[src/rtl/rcs_map.svh]
// Offsets, field positions, reset values and delay figures for the
// reset-cause and start-up controller. Definitions only.
`ifndef RCS_MAP_SVH
`define RCS_MAP_SVH

`define RCS_ADR_RESET_CTRL  8'h00
`define RCS_ADR_OSC_CTRL    8'h04
`define RCS_ADR_BOR_CFG     8'h08

`define RCS_BIT_TRAP        15
`define RCS_BIT_ILLOP       14
`define RCS_BIT_PIN         7
`define RCS_BIT_SOFT        6
`define RCS_BIT_WDOG        4
`define RCS_BIT_SLEEP       3
`define RCS_BIT_IDLE        2
`define RCS_BIT_BOR         1
`define RCS_BIT_POR         0
`define RCS_BIT_OSC_LOCK    5
`define RCS_BIT_OSC_FAIL    3
`define RCS_BIT_BOR_EN      2

`define RCS_RESET_CTRL_RST  16'h0003
`define RCS_BOR_CFG_RST     3'h4
`define RCS_GRP_FRC         2'h2

`define RCS_VEC_RESET       24'h000000
`define RCS_VEC_CLKFAIL     24'h000004
`define RCS_PC_STEP         24'h000002

`define RCS_CLK_NS          40
`define RCS_POR_DELAY_NS    10000
`define RCS_FAILSAFE_NS     100000
`define RCS_POWERUP_TIMER_MS_A       4
`define RCS_POWERUP_TIMER_MS_B       16
`define RCS_POWERUP_TIMER_MS_C       64
`define RCS_NS_PER_MS       1000000
`define RCS_POR_CYC \
    ((`RCS_POR_DELAY_NS + `RCS_CLK_NS - 1) / `RCS_CLK_NS)
`define RCS_FAILSAFE_CYC \
    ((`RCS_FAILSAFE_NS + `RCS_CLK_NS - 1) / `RCS_CLK_NS)

`endif

[src/rtl/rcs_pkg.sv]
// Types shared by the reset-cause and start-up controller.
// Assumes nothing beyond a SystemVerilog compiler.
package rcs_pkg;
    typedef enum logic [2:0] {
        ST_RUN    = 3'b000,
        ST_DELAY  = 3'b001,
        ST_STALL  = 3'b010,
        ST_WAITQ1 = 3'b011
    } rcs_state_e;
    typedef logic [20:0] rcs_count_t;
endpackage

[src/rtl/rcs_reset_ctrl.sv]
// Reset sequencer and reset-cause register with a Wishbone slave.
// Assumes all inputs synchronous to clk, event inputs one-cycle pulses.
`timescale 1ns/1ps
`include "rcs_map.svh"

module rcs_reset_ctrl #(
    parameter int POWERUP_TIMER_A_CYC = `RCS_POWERUP_TIMER_MS_A * `RCS_NS_PER_MS / `RCS_CLK_NS,
    parameter int POWERUP_TIMER_B_CYC = `RCS_POWERUP_TIMER_MS_B * `RCS_NS_PER_MS / `RCS_CLK_NS,
    parameter int POWERUP_TIMER_C_CYC = `RCS_POWERUP_TIMER_MS_C * `RCS_NS_PER_MS / `RCS_CLK_NS
) (
    input  wire logic        clk,
    input  wire logic        srst,
    input  wire logic        clkEn,
    input  wire logic        cyc_i,
    input  wire logic        stb_i,
    input  wire logic        we_i,
    input  wire logic [7:0]  adr_i,
    input  wire logic [3:0]  sel_i,
    input  wire logic [31:0] dat_i,
    output logic      [31:0] dat_o,
    output logic             ack_o,
    input  wire logic        powerOnEvent,
    input  wire logic [3:0]  brownoutBelow,
    input  wire logic        pinResetReq,
    input  wire logic        softResetReq,
    input  wire logic        watchdogTimeout,
    input  wire logic        illegalOpReq,
    input  wire logic        trapConflictReq,
    input  wire logic        inSleep,
    input  wire logic        inIdle,
    input  wire logic        interruptWake,
    input  wire logic [23:0] interruptVector,
    input  wire logic [23:0] pcCurrent,
    input  wire logic        failsafeClockMonitor,
    input  wire logic [1:0]  powerupTimerSel,
    input  wire logic [1:0]  oscGroupConfig,
    input  wire logic [3:0]  primaryOscModeConfig,
    input  wire logic        crystalMode,
    input  wire logic        pllUsed,
    input  wire logic        oscRunning,
    input  wire logic        oscStartupDone,
    input  wire logic        pllLocked,
    input  wire logic        firstPhaseClock,
    output logic             internalReset,
    output logic             clockHold,
    output logic             oscStartupStart,
    output logic             clockFailTrap,
    output logic [1:0]       clockSource,
    output logic [3:0]       primaryOscMode,
    output logic             pcLoad,
    output logic [23:0]      pcValue
);
    rcs_pkg::rcs_state_e stateReg;
    rcs_pkg::rcs_state_e stateNext;
    rcs_pkg::rcs_count_t delayReg;
    rcs_pkg::rcs_count_t delayNext;
    logic [15:0] flagsReg;
    logic [15:0] flagsNext;
    logic [15:0] flagsBase;
    logic [2:0]  borCfgReg;
    logic        failReg;
    logic [23:0] vectorReg;
    logic [23:0] vectorNext;
    logic        ackReg;
    logic [31:0] datReg;

    function automatic rcs_pkg::rcs_count_t delayFor(
        input logic [1:0] sel,
        input logic       xtal
    );
        int total;
        total = `RCS_POR_CYC;
        if (sel == 2'h1) begin
            total = total + POWERUP_TIMER_A_CYC;
        end else if (sel == 2'h2) begin
            total = total + POWERUP_TIMER_B_CYC;
        end else if (sel == 2'h3) begin
            total = total + POWERUP_TIMER_C_CYC;
        end else if (xtal) begin
            total = total + `RCS_FAILSAFE_CYC;
        end
        return rcs_pkg::rcs_count_t'(total);
    endfunction

    // Selected trip comparator, active in run, sleep and idle alike
    wire brownout = borCfgReg[`RCS_BIT_BOR_EN] &
                    brownoutBelow[borCfgReg[1:0]];
    wire coldEvent = powerOnEvent | brownout;
    wire wdogReset = watchdogTimeout & ~inSleep & ~inIdle;
    wire wdogWake  = watchdogTimeout & (inSleep | inIdle);
    wire sleepWake = inSleep & interruptWake;
    wire idleWake  = inIdle & interruptWake;
    wire warmEvent = pinResetReq | wdogReset | softResetReq |
                     trapConflictReq | illegalOpReq;
    wire running   = (stateReg == rcs_pkg::ST_RUN);
    wire wakeEvent = running & (wdogWake | sleepWake | idleWake);
    wire clockReady = oscRunning & (~crystalMode | oscStartupDone) &
                      (~pllUsed | pllLocked);
    wire delayDone = (delayReg == '0);

    wire busReq   = cyc_i & stb_i;
    wire hitReset = (adr_i == `RCS_ADR_RESET_CTRL);
    wire hitOsc   = (adr_i == `RCS_ADR_OSC_CTRL);
    wire hitCfg   = (adr_i == `RCS_ADR_BOR_CFG);
    wire busWrite = busReq & we_i & ackReg;
    wire [15:0] byteMask = {{8{sel_i[1]}}, {8{sel_i[0]}}};
    wire [15:0] wrFlags  = (flagsReg & ~byteMask) | (dat_i[15:0] & byteMask);
    wire [15:0] oscView  = {2'h0, clockSource, 6'h00, pllLocked, 1'b0,
                            failReg, 3'h0};
    wire [31:0] readMux  = hitReset ? {16'h0, flagsReg} :
                           hitOsc   ? {16'h0, oscView} :
                           hitCfg   ? {29'h0, borCfgReg} : 32'h0;

    // Clock withheld in reset, unless a fail trap has fired, while start-up timer or PLL lock is pending
    assign clockHold = ~running & ~failReg &
                       ((crystalMode & ~oscStartupDone) |
                        (pllUsed & ~pllLocked));
    assign internalReset = ~running;
    assign ack_o = ackReg;
    assign dat_o = datReg;

    always_comb begin
        // Software write first, so a same-cycle hardware event wins
        flagsBase = (busWrite & hitReset) ? wrFlags : flagsReg;
        flagsNext = flagsBase;
        if (powerOnEvent) begin
            flagsNext = `RCS_RESET_CTRL_RST;
        end else if (brownout) begin
            flagsNext[`RCS_BIT_BOR] = 1'b1;
            flagsNext[`RCS_BIT_POR] = 1'b0;
        end else if (pinResetReq) begin
            flagsNext[`RCS_BIT_PIN]   = 1'b1;
            flagsNext[`RCS_BIT_WDOG]  = 1'b0;
            flagsNext[`RCS_BIT_SLEEP] = inSleep;
            flagsNext[`RCS_BIT_IDLE]  = inIdle & ~inSleep;
            if (!inSleep && !inIdle) begin
                flagsNext[`RCS_BIT_SOFT] = 1'b0;
            end
        end else if (wdogReset) begin
            flagsNext[`RCS_BIT_WDOG]  = 1'b1;
            flagsNext[`RCS_BIT_PIN]   = 1'b0;
            flagsNext[`RCS_BIT_SOFT]  = 1'b0;
            flagsNext[`RCS_BIT_IDLE]  = 1'b0;
            flagsNext[`RCS_BIT_SLEEP] = 1'b0;
        end else if (softResetReq) begin
            flagsNext[`RCS_BIT_SOFT]  = 1'b1;
            flagsNext[`RCS_BIT_PIN]   = 1'b0;
            flagsNext[`RCS_BIT_WDOG]  = 1'b0;
            flagsNext[`RCS_BIT_IDLE]  = 1'b0;
            flagsNext[`RCS_BIT_SLEEP] = 1'b0;
        end else if (trapConflictReq) begin
            flagsNext[`RCS_BIT_TRAP] = 1'b1;
        end else if (illegalOpReq) begin
            flagsNext[`RCS_BIT_ILLOP] = 1'b1;
        end else if (wakeEvent) begin
            flagsNext[`RCS_BIT_SLEEP] = flagsBase[`RCS_BIT_SLEEP] |
                                        inSleep;
            flagsNext[`RCS_BIT_IDLE]  = flagsBase[`RCS_BIT_IDLE] |
                                        (inIdle & ~inSleep);
            flagsNext[`RCS_BIT_WDOG]  = flagsBase[`RCS_BIT_WDOG] |
                                        wdogWake;
        end
    end

    always_comb begin
        stateNext  = stateReg;
        delayNext  = delayReg;
        vectorNext = vectorReg;
        if (coldEvent) begin
            // Delay restarts for as long as the supply stays low
            stateNext  = rcs_pkg::ST_DELAY;
            delayNext  = delayFor(powerupTimerSel, crystalMode);
            vectorNext = `RCS_VEC_RESET;
        end else if (warmEvent) begin
            // A warm reset must not cut short a delay or a stalled clock
            vectorNext = `RCS_VEC_RESET;
            if (stateReg != rcs_pkg::ST_DELAY &&
                stateReg != rcs_pkg::ST_STALL) begin
                stateNext = rcs_pkg::ST_WAITQ1;
            end
        end else begin
            case (stateReg)
                rcs_pkg::ST_DELAY: begin
                    if (!delayDone) begin
                        delayNext = delayReg - 21'h1;
                    end else if (clockReady) begin
                        stateNext = rcs_pkg::ST_WAITQ1;
                    end else if (failsafeClockMonitor) begin
                        stateNext  = rcs_pkg::ST_WAITQ1;
                        vectorNext = `RCS_VEC_CLKFAIL;
                    end else begin
                        stateNext = rcs_pkg::ST_STALL;
                    end
                end
                rcs_pkg::ST_STALL: begin
                    if (clockReady) begin
                        stateNext = rcs_pkg::ST_WAITQ1;
                    end
                end
                rcs_pkg::ST_WAITQ1: begin
                    if (firstPhaseClock) begin
                        stateNext = rcs_pkg::ST_RUN;
                    end
                end
                default: begin
                    stateNext = rcs_pkg::ST_RUN;
                end
            endcase
        end
    end

    wire trapNow = (stateReg == rcs_pkg::ST_DELAY) & delayDone &
                   ~clockReady & failsafeClockMonitor & ~coldEvent &
                   ~warmEvent;
    wire releaseNow = (stateReg == rcs_pkg::ST_WAITQ1) & firstPhaseClock &
                      ~coldEvent & ~warmEvent;
    wire [23:0] wakePc = sleepWake ? interruptVector :
                         pcCurrent + `RCS_PC_STEP;

    always_ff @(posedge clk) begin
        if (srst) begin
            stateReg <= rcs_pkg::ST_DELAY;
            delayReg <= rcs_pkg::rcs_count_t'(`RCS_POR_CYC);
            flagsReg <= `RCS_RESET_CTRL_RST;
            vectorReg <= `RCS_VEC_RESET;
        end else if (clkEn) begin
            stateReg  <= stateNext;
            delayReg  <= delayNext;
            flagsReg  <= flagsNext;
            vectorReg <= vectorNext;
        end
    end

    always_ff @(posedge clk) begin
        if (srst) begin
            clockSource     <= 2'h0;
            primaryOscMode  <= 4'h0;
            failReg         <= 1'b0;
            oscStartupStart <= 1'b0;
            clockFailTrap   <= 1'b0;
        end else if (clkEn) begin
            oscStartupStart <= coldEvent & crystalMode;
            clockFailTrap   <= trapNow;
            if (coldEvent) begin
                clockSource    <= oscGroupConfig;
                primaryOscMode <= primaryOscModeConfig;
                failReg        <= 1'b0;
            end else if (trapNow) begin
                clockSource <= `RCS_GRP_FRC;
                failReg     <= 1'b1;
            end
        end
    end

    always_ff @(posedge clk) begin
        if (srst) begin
            pcLoad  <= 1'b0;
            pcValue <= `RCS_VEC_RESET;
        end else if (clkEn) begin
            pcLoad <= releaseNow | (wakeEvent & ~coldEvent & ~warmEvent);
            if (releaseNow) begin
                pcValue <= vectorReg;
            end else if (wakeEvent) begin
                pcValue <= wakePc;
            end
        end
    end

    // Unmapped offsets answer with zero data and ignore writes
    always_ff @(posedge clk) begin
        if (srst) begin
            ackReg    <= 1'b0;
            datReg    <= 32'h0;
            borCfgReg <= `RCS_BOR_CFG_RST;
        end else if (clkEn) begin
            ackReg <= busReq & ~ackReg;
            if (busReq && !ackReg) begin
                datReg <= readMux;
            end
            if (busWrite && hitCfg && sel_i[0]) begin
                borCfgReg <= dat_i[2:0];
            end
        end
    end
endmodule

[config.mk]
export PLATFORM = sky130hd
export DESIGN_NAME = rcs_reset_ctrl
export DESIGN_NICKNAME = d
export VERILOG_FILES = /design/src/rtl/rcs_pkg.sv /design/src/rtl/rcs_reset_ctrl.sv
export VERILOG_INCLUDE_DIRS = /design/src /design/src/rtl
export SDC_FILE = /design/constraint.sdc
export NUM_CORES = 1
export LEC_CHECK = 0
export BUFFER_PORTS_ARGS = -buffer_cell sky130_fd_sc_hd__buf_2
export CORE_ASPECT_RATIO = 1.75
export CORE_MARGIN = 1.5
export CORE_UTILIZATION = 51
export DETAILED_ROUTE_END_ITERATION = 6
export HOLD_SLACK_MARGIN = 0.15
export MAX_ROUTING_LAYER = met4
export PLACE_DENSITY_LB_ADDON = 0.08
export SKIP_CTS_REPAIR_TIMING = 1
export SLEW_MARGIN = 30
export SYNTH_ARGS = -nofsm -noshare
export SYNTH_HDL_FRONTEND = slang
export SYNTH_SLANG_ARGS = --single-unit
[constraint.sdc]
create_clock -name clk -period 2.5 [get_ports clk]
set_input_delay 0.125 -clock clk [delete_from_list [all_inputs] [get_ports clk]]
set_output_delay 0.125 -clock clk [all_outputs]
set_load 0.02 [all_outputs]
# Yosys cells after proc, flatten, opt, wreduce, memory -nomap -nowiden
# Cells that the tools add are included.
# W data, S select, Z words.
# totals
register_bits,134
input_bits,126
output_inout_bits,68
word_cells,187
# op_classes
addsub,2
n_lt_le_gt_ge,1
eq_ne,17
muxes,61
bitwise,61
reduce_logical,29
# ops
cell,count
$mux W24,9
$mux W21,7
$mux W3,14
$and A16 B16 Y16,2
$mux W16,2
$and A1 B1 Y1,30
$mux W2,13
$add A24 B2 Y24 const B,1
$logic_not A21 Y1,1
$sub A21 B1 Y21 const B,1
$not A16 Y16,1
$or A16 B16 Y16,1
$or A1 B1 Y1,15
$mux W14,1
$reduce_and A2 Y1,7
$mux W12,1
$ne A4 B4 Y1 const B,3
$not A1 Y1,12
$reduce_bool A3 Y1,4
$mux W1,10
$reduce_and A5 Y1,2
$pmux W3 S3,1
$eq A8 B3 Y1 const B,1
$eq A8 B4 Y1 const B,1
other kinds (18),31

# Logic depth before layout (Yosys ltp)
# Gate-level depths: netlist of the first run.
# depth
word_depth,14
ltp_mapped,8

# Least setup slack after synthesis of the first run
# No wires, ideal clock.
# synth_timing
path_type,reg-to-reg
from,register borCfgReg[0]
to,register vectorReg[2]
setup_time_ps,86
arrival_ps,1981
setup_slack_ps,433
path_stages_with_launch,6
period_less_slack_ps,2067
cell_sequence,dfxtp_1 mux4_2 a21oi_4 nand3_1 or4_4 a221oi_2
# synth_via
elab_chain_cells,6
elab_cells_between_ends,10
cone_classes,eq/ne (1); mux (3); bitwise (2); reduce/logical (4)
# synth_rtl
element,line,rtl
"start, declared",rcs_reset_ctrl.sv:60,logic [2:0] borCfgReg;
"start signal, assigned",rcs_reset_ctrl.sv:274,borCfgReg <= `RCS_BOR_CFG_RST;
"start signal, assigned",rcs_reset_ctrl.sv:281,borCfgReg <= dat_i[2:0];
$bmux W1 S2 *,rcs_reset_ctrl.sv:87,brownoutBelow[borCfgReg[1:0]];
$mux W1 (implied by the code) *,rcs_reset_ctrl.sv:87,
$and A1 B1 Y1 *,rcs_reset_ctrl.sv:86,wire brownout = borCfgReg[`RCS_BIT_BOR_EN] &
$or A1 B1 Y1 *,rcs_reset_ctrl.sv:88,wire coldEvent = powerOnEvent | brownout;
$ne A3 B3 Y1 (no source line) / $reduce_bool A3 Y1 (equally long branches),-,
$reduce_and A5 Y1 (no source line),-,
"end signal, assigned",rcs_reset_ctrl.sv:225,vectorReg <= `RCS_VEC_RESET;
"end signal, assigned",rcs_reset_ctrl.sv:230,vectorReg <= vectorNext;
"end, declared",rcs_reset_ctrl.sv:62,logic [23:0] vectorReg;
# Mark *: on every way between the ends. The rest lies on a longest branch, timed or not. The select of a mux whose other input is x is not followed.
# A chain may end at the register's enable or synchronous reset.

# Final worst setup path of the first run
# layout_timing
from,register stateReg[1]
to,register delayReg[15]
# layout_via
elab_chain_cells,3
# layout_rtl
element,line,rtl
"start, declared",rcs_reset_ctrl.sv:53,rcs_pkg::rcs_state_e stateReg;
"start signal, assigned",rcs_reset_ctrl.sv:222,stateReg <= rcs_pkg::ST_DELAY;
"start signal, assigned",rcs_reset_ctrl.sv:227,stateReg <= stateNext;
$eq A3 B1 Y1,rcs_reset_ctrl.sv:182,case (stateReg)
$reduce_bool A2 Y1 (no source line),-,
$reduce_and A4 Y1 (no source line),-,
"end signal, assigned",rcs_reset_ctrl.sv:223,delayReg <= rcs_pkg::rcs_count_t'(`RCS_POR_CYC);
"end signal, assigned",rcs_reset_ctrl.sv:228,delayReg <= delayNext;
"end, declared",rcs_reset_ctrl.sv:55,rcs_pkg::rcs_count_t delayReg;
# No other way between the ends.

==> out/metrics.cfg, run 1 <==
[die]
start_util_pct = 52.4
rows = 50
die_w_um = 82.0
dieArea_mm2 = 0.0116
die_h_um = 141
coreArea_mm2 = 0.0106
io_pins = 194

[synthesis]
synth_top_family_by_area = compound AO/OA/AOI/OAI gates
synth.most_common_cell = dfxtp_1
synthAdderAreaFrac_pct = 2.47
ys.flop_type = dfxtp_1
synth_xor_area_share_pct = 1.73
yosys.area.top_type = dfxtp_1
synth-compound-area-share_pct = 29.1
synth.area.top_cells = dfxtp_1 34%, a21oi_1 6.0%, nor2_1 4.5%, nand2_1 4.2%, a22oi_1 2.8%
seq_area_frac_synth_pct = 33.8
yosys_warnings = 0
synth-edff-count = 0
async_flop_share_pct = 0
syn_area_mm2 = 0.00557
synthCells = 702
ys_ff_latch = 94
synth-simple-area-share_pct = 23.2
yosysUniqueCellTypes = 79
muxShareOfSynthArea_pct = 2.70
synth_top_area_share_pct = 33.8
avgSynthCellArea_um2 = 7.93
synth_common_cells = 94 x dfxtp_1, 67 x a21oi_1, 67 x nor2_1

[cts]
clockBufferDepth = 2
numClockSinks = 94
clockRootBuffer = clkbuf_16
path_clk_slew_ns = 0.07
clk_latency_ns = 0.35
cts-buffers-inserted = 9
cts_tree = done
htreeDepth = 3

[hold_path]
hp-start = pcCurrent[21]
hp-class = in -> reg
hold_depth = 3
hold_path_end = pcValue[21]

[detailed_routing]
viasPerCell = 6.18
wirelength_um = 19200
drtPass1Iterations = 5
drc = 0
vias = 6314
drtIter0Drc = 308
ant_nets = 0
wire_per_inst_um = 18.8

[timing]
tightest_slew_ns = 0.744
min_period_ns = 2.35
timing.final.crit_share_pct = 94.0
setup_slack_ns = 0.150
finalSetupTns_ns = 0
relSlewSlack_pct = 50.3
rsz0062_at_grt = no
fmax_ghz = 0.426
hold-worst-slack_ns = 0.122
clock_skew_ns = 0.00702
slew_viol_final = 0
finalSetupViolCount = 0
hold_viol = 0

[place]
io_buffers = 159
finalWeightedCongestion = 0.947
place_ws_ns = 0.188
hpwl_um = 14600

[flow_run]
max_cap_violations = 0

[setup_path]
ff2ff_setup_slack_ns = 0.15
cp_common_cell = inv_1
critPathMaxStageDelay_ns = 0.56
cp_cell_sequence = inv_1 -> ha_1 -> inv_1 -> nor4_1 -> a21boi_2 -> nor2_1 -> o32ai_1
required_ns = 2.75
ff2ff_path_depth = 7
crit_type = reg -> reg
cp_top_family = compound AO/OA/AOI/OAI gates
critPathMaxFanout = 8
end_kind = register
cpMaxStageDelayCell = a21boi_2
r2r-start = stateReg[1]
cp-start-kind = register
crit_buf_inv = 2
rr_endpoint = delayReg[15]
crit_arrival_ns = 2.60

[final_layout]
syn_to_final_growth_pct = 27.6
nNetsFinal = 1023
fin_util_pct = 66.8
diodes = 0
drive_above_1_share_pct = 25.5

[pwr]
p_clk_share_pct = 38.1
ir_drop_mv = 0.485
p_int_mw = 2.47
swShare_pct = 29.7
leakage_nw = 2.92
power_frac_comb_pct = 17.7
p_sw_mw = 1.04
seqPwrFrac_pct = 44.1
power_density_mw_per_mm2 = 494

[global_route]
grt_pass1_wl_um = 28200
first_global_vias = 5945
antenna_found_initial = 0
grt_overflow = 0
grt_usage_pct = 32.5
grt_max_degree = 31

[outcome]
status = finished clean

layer usage:
layer  GRT usage (%)  vias to the layer above  routed length, µm
met5               -                        -                  0
met4            21.5                        0               1090
met3            4.60                       83               1140
met2            57.8                      307              10200
met1            31.3                     2942               6800
li1                -                     2982                  -
worst max-delay path by stage:
stage	slack [ns]	depth (start not counted)	end	from
finish	0.15	7	delayReg[15]	stateReg[1]
global route	0.04	5	clockSource[1]	delayReg[16]
CTS	0.17	6	stateReg[1]	borCfgReg[0]
detailed placement	0.19	6	stateReg[1]	borCfgReg[0]
global placement	0.19	5	vectorReg[2]	delayReg[16]
floorplan	0.43	5	vectorReg[2]	borCfgReg[0]
sequential cells by signal, summed over array words and instances (netlist names), 2 cells and up:
signal / count
stateReg: 2
pcValue: 24
borCfgReg: 3
flagsReg: 16
dat_o: 16
primaryOscMode: 4
clockSource: 2
delayReg: 21
tightest hold or removal path, cell delays in order:
cell and delay, ns:
buf_2 0.11, a21oi_1 0.07, o21ai_0 0.14
power groups by stage:
stage | sequential, mW | clock [mW] | combinational, mW
6_report | 1.55 | 1.34 | 0.623
5_1_grt | 1.55 | 1.40 | 0.670
4_1_cts | 1.55 | 1.36 | 0.577
3_5_place_dp | 1.58 | 0 | 0.574
3_3_place_gp | 1.58 | 0 | 0.563
2_1_floorplan | 1.59 | 0 | 0.339
area by class of cell:
type	count	area [µm²]
Fill cell	964	3530
Clock inverter	6	53.8
Tap cell	130	163
Clock buffer	10	229
Sequential cell	94	1880
Inverter	26	97.6
Multi-Input combinational cell	539	3370
Timing Repair Buffer	216	1310
cells by family (layout without fill, tap and decap cells):
| logic type | after synthesis | in the layout |
|---|---|---|
| DFF | 94 | 94 |
| xor gates and xnor gates | 11 | 11 |
| buffers and inverters | 84 | 258 |
| AOI/OAI and AO/OA | 233 | 233 |
| muxes | 13 | 13 |
| adders and majority gates | 11 | 11 |
| and+or+nand+nor | 255 | 255 |
| other | 1 | 16 |
cells in the final DEF, fill, tap and decap left out, drive strengths merged, types with 9 or more instances in the layout:
cell type    instances
nand3               31
buf                191
nor4                13
o21ai               32
inv                 29
nor3                21
a31oi               10
xnor2                9
dfxtp               94
a22o                12
a22oi               21
nor2                67
nand2               63
a21oi               69
clkbuf              10
o32ai                9
o22ai                9
dlygate4sd3         25
ha                  11
conb                16
through the flow:
step | std cells | total power [mW] | area (µm²)
6_report | 1021 | 3.51 | 7100
3_3_place_gp | 980 | 2.15 | 6560
4_1_cts | 996 | 3.48 | 6850
3_5_place_dp | 980 | 2.16 | 6570
5_1_grt | 1021 | 3.62 | 7100
2_1_floorplan | 717 | 1.93 | 5620
Note: power is estimated with default switching activity, not from simulation.
==> inputs of run 2 (changes only) <==
Settings changed: CORE_MARGIN 1.5 to 2.
==> out/metrics.cfg, run 2 (synthesis gave the netlist of run 1 again) <==
[setup_path]
critPathMaxStageDelay_ns = 0.63
rr_endpoint = pcValue[9]
crit_type = reg -> reg
ff2ff_setup_slack_ns = 0.15
cp-start-kind = register
r2r-start = borCfgReg[0]
cpMaxStageDelayCell = mux4_2
cp_cell_sequence = mux4_2 -> a21o_1 -> buf_4 -> o31ai_1 -> a211o_1 -> a21oi_1
crit_arrival_ns = 2.56
ff2ff_path_depth = 6
critPathMaxFanout = 19
end_kind = register
required_ns = 2.71

[place]
finalWeightedCongestion = 0.934
place_ws_ns = 0.172
dp_cells = 980
io_buffers = 159
placed_area_mm2 = 0.00654
hpwl_um = 14300

[pwr]
p_int_mw = 2.46
power_density_mw_per_mm2 = 492
p_sw_mw = 1.03
power_frac_comb_pct = 17.4
swShare_pct = 29.6
ir_drop_mv = 0.454
seqPwrFrac_pct = 44.4
leakage_nw = 2.91
p_clk_share_pct = 38.3

[final_layout]
final_cell_area_mm2 = 0.00709
drive_above_1_share_pct = 25.7
diodes = 0
syn_to_final_growth_pct = 27.4
largest_reg_flops = 24
top_register = pcValue
nNetsFinal = 1023
fin_cells = 1021
layout_commonest_cell = buf_2
fin_util_pct = 66.3
top_regs = pcValue: 24 flops, delayReg: 21 flops
final_cell_mix = 159 x buf_2, 94 x dfxtp_1, 67 x a21oi_1, 66 x nor2_1, 63 x nand2_1

[detailed_routing]
drtPass1Iterations = 5
drtIter0Drc = 386
viasPerCell = 6.06
wire_per_inst_um = 18.4
wirelength_um = 18800
drc = 0
ant_nets = 0
vias = 6185

[die]
coreArea_mm2 = 0.0107
rows = 50
die_h_um = 142
start_util_pct = 52.0
die_w_um = 83.0
dieArea_mm2 = 0.0118
io_pins = 194

[global_route]
antenna_found_initial = 0
grt_usage_pct = 30.3
first_global_vias = 5715
grt_pass1_wl_um = 28300
grt_max_degree = 57
grt_overflow = 0

[timing]
finalSetupTns_ns = 0
setup_slack_ns = 0.153
tightest_slew_ns = 0.924
hold_viol = 0
relSlewSlack_pct = 38.3
finalSetupViolCount = 0
slew_viol_final = 0
timing.final.crit_share_pct = 93.9
rsz0062_at_grt = no
min_period_ns = 2.35
clock_skew_ns = 0.00556
fmax_ghz = 0.426

[cts]
clockRootBuffer = clkbuf_16
numClockSinks = 94
cts_tree = done
cts-buffers-inserted = 9
path_clk_slew_ns = 0.07
clk_latency_ns = 0.35
clockBufferDepth = 2
htreeDepth = 3

[hold_path]
hp-class = in -> reg
hp-start = dat_i[3]
hold_depth = 3
hold_path_end = flagsReg[3]

[flow_run]
max_cap_violations = 0

[outcome]
status = finished clean

==> run 2: cell count changes in the layout (fill, tap and decap cells not counted), sizes merged <==
cell,delta
inv,-1
clkinvlp,+1
==> run 2: critical path: cells and delay by family, from the launching register on <==
family	cells	cell delay [ns]
compound gates	4	0.95
mux	1	0.63
flops	1	0.38
buf+inv	1	0.24
==> run 2: power groups by stage <==
| stage | clock network (mW) | logic [mW] | registers [mW] |
|---|---|---|---|
| detailed placement | 0 | 0.560 | 1.58 |
| CTS | 1.35 | 0.563 | 1.55 |
| floorplan | 0 | 0.339 | 1.59 |
| global route | 1.40 | 0.659 | 1.55 |
| finish | 1.34 | 0.607 | 1.55 |
| global placement | 0 | 0.550 | 1.58 |
==> run 2: how the worst max path moves through the flow <==
stage / cells past startpoint / endpoint / slack (ns) / from
final: 6 / pcValue[9] / 0.15 / borCfgReg[0]
after global routing: 7 / pcValue[1] / 0.02 / stateReg[1]
after CTS: 6 / pcValue[0] / 0.14 / borCfgReg[0]
after detailed placement: 6 / pcValue[0] / 0.17 / borCfgReg[0]
after global placement: 6 / delayReg[19] / 0.23 / borCfgReg[0]
after floorplan: 5 / vectorReg[2] / 0.43 / borCfgReg[0]
==> run 2: cell type report <==
type,instances,area (µm²)
Clock buffer,10,229
Clock inverter,6,52.6
Fill cell,975,3610
Inverter,26,97.6
Multi-Input combinational cell,539,3380
Sequential cell,94,1880
Tap cell,130,163
Timing Repair Buffer,216,1290
==> run 2: through the flow <==
| stage | power, mW | hold slack, ns |
|---|---|---|
| 2_1_floorplan | 1.93 | 0.250 |
| 3_3_place_gp | 2.13 | 0.368 |
| 3_5_place_dp | 2.14 | 0.374 |
| 4_1_cts | 3.46 | 0.00341 |
| 5_1_grt | 3.61 | 0.151 |
| 6_report | 3.49 | 0.108 |
==> run 2: per-layer routing <==
metal	vias up	GRT usage [%]	part of all wire (%)
met1	2924	30.6	36
li1	2977	-	-
met2	229	55.6	54
met5	-	-	0
met3	55	4.29	5.0
met4	0	17.3	4.5
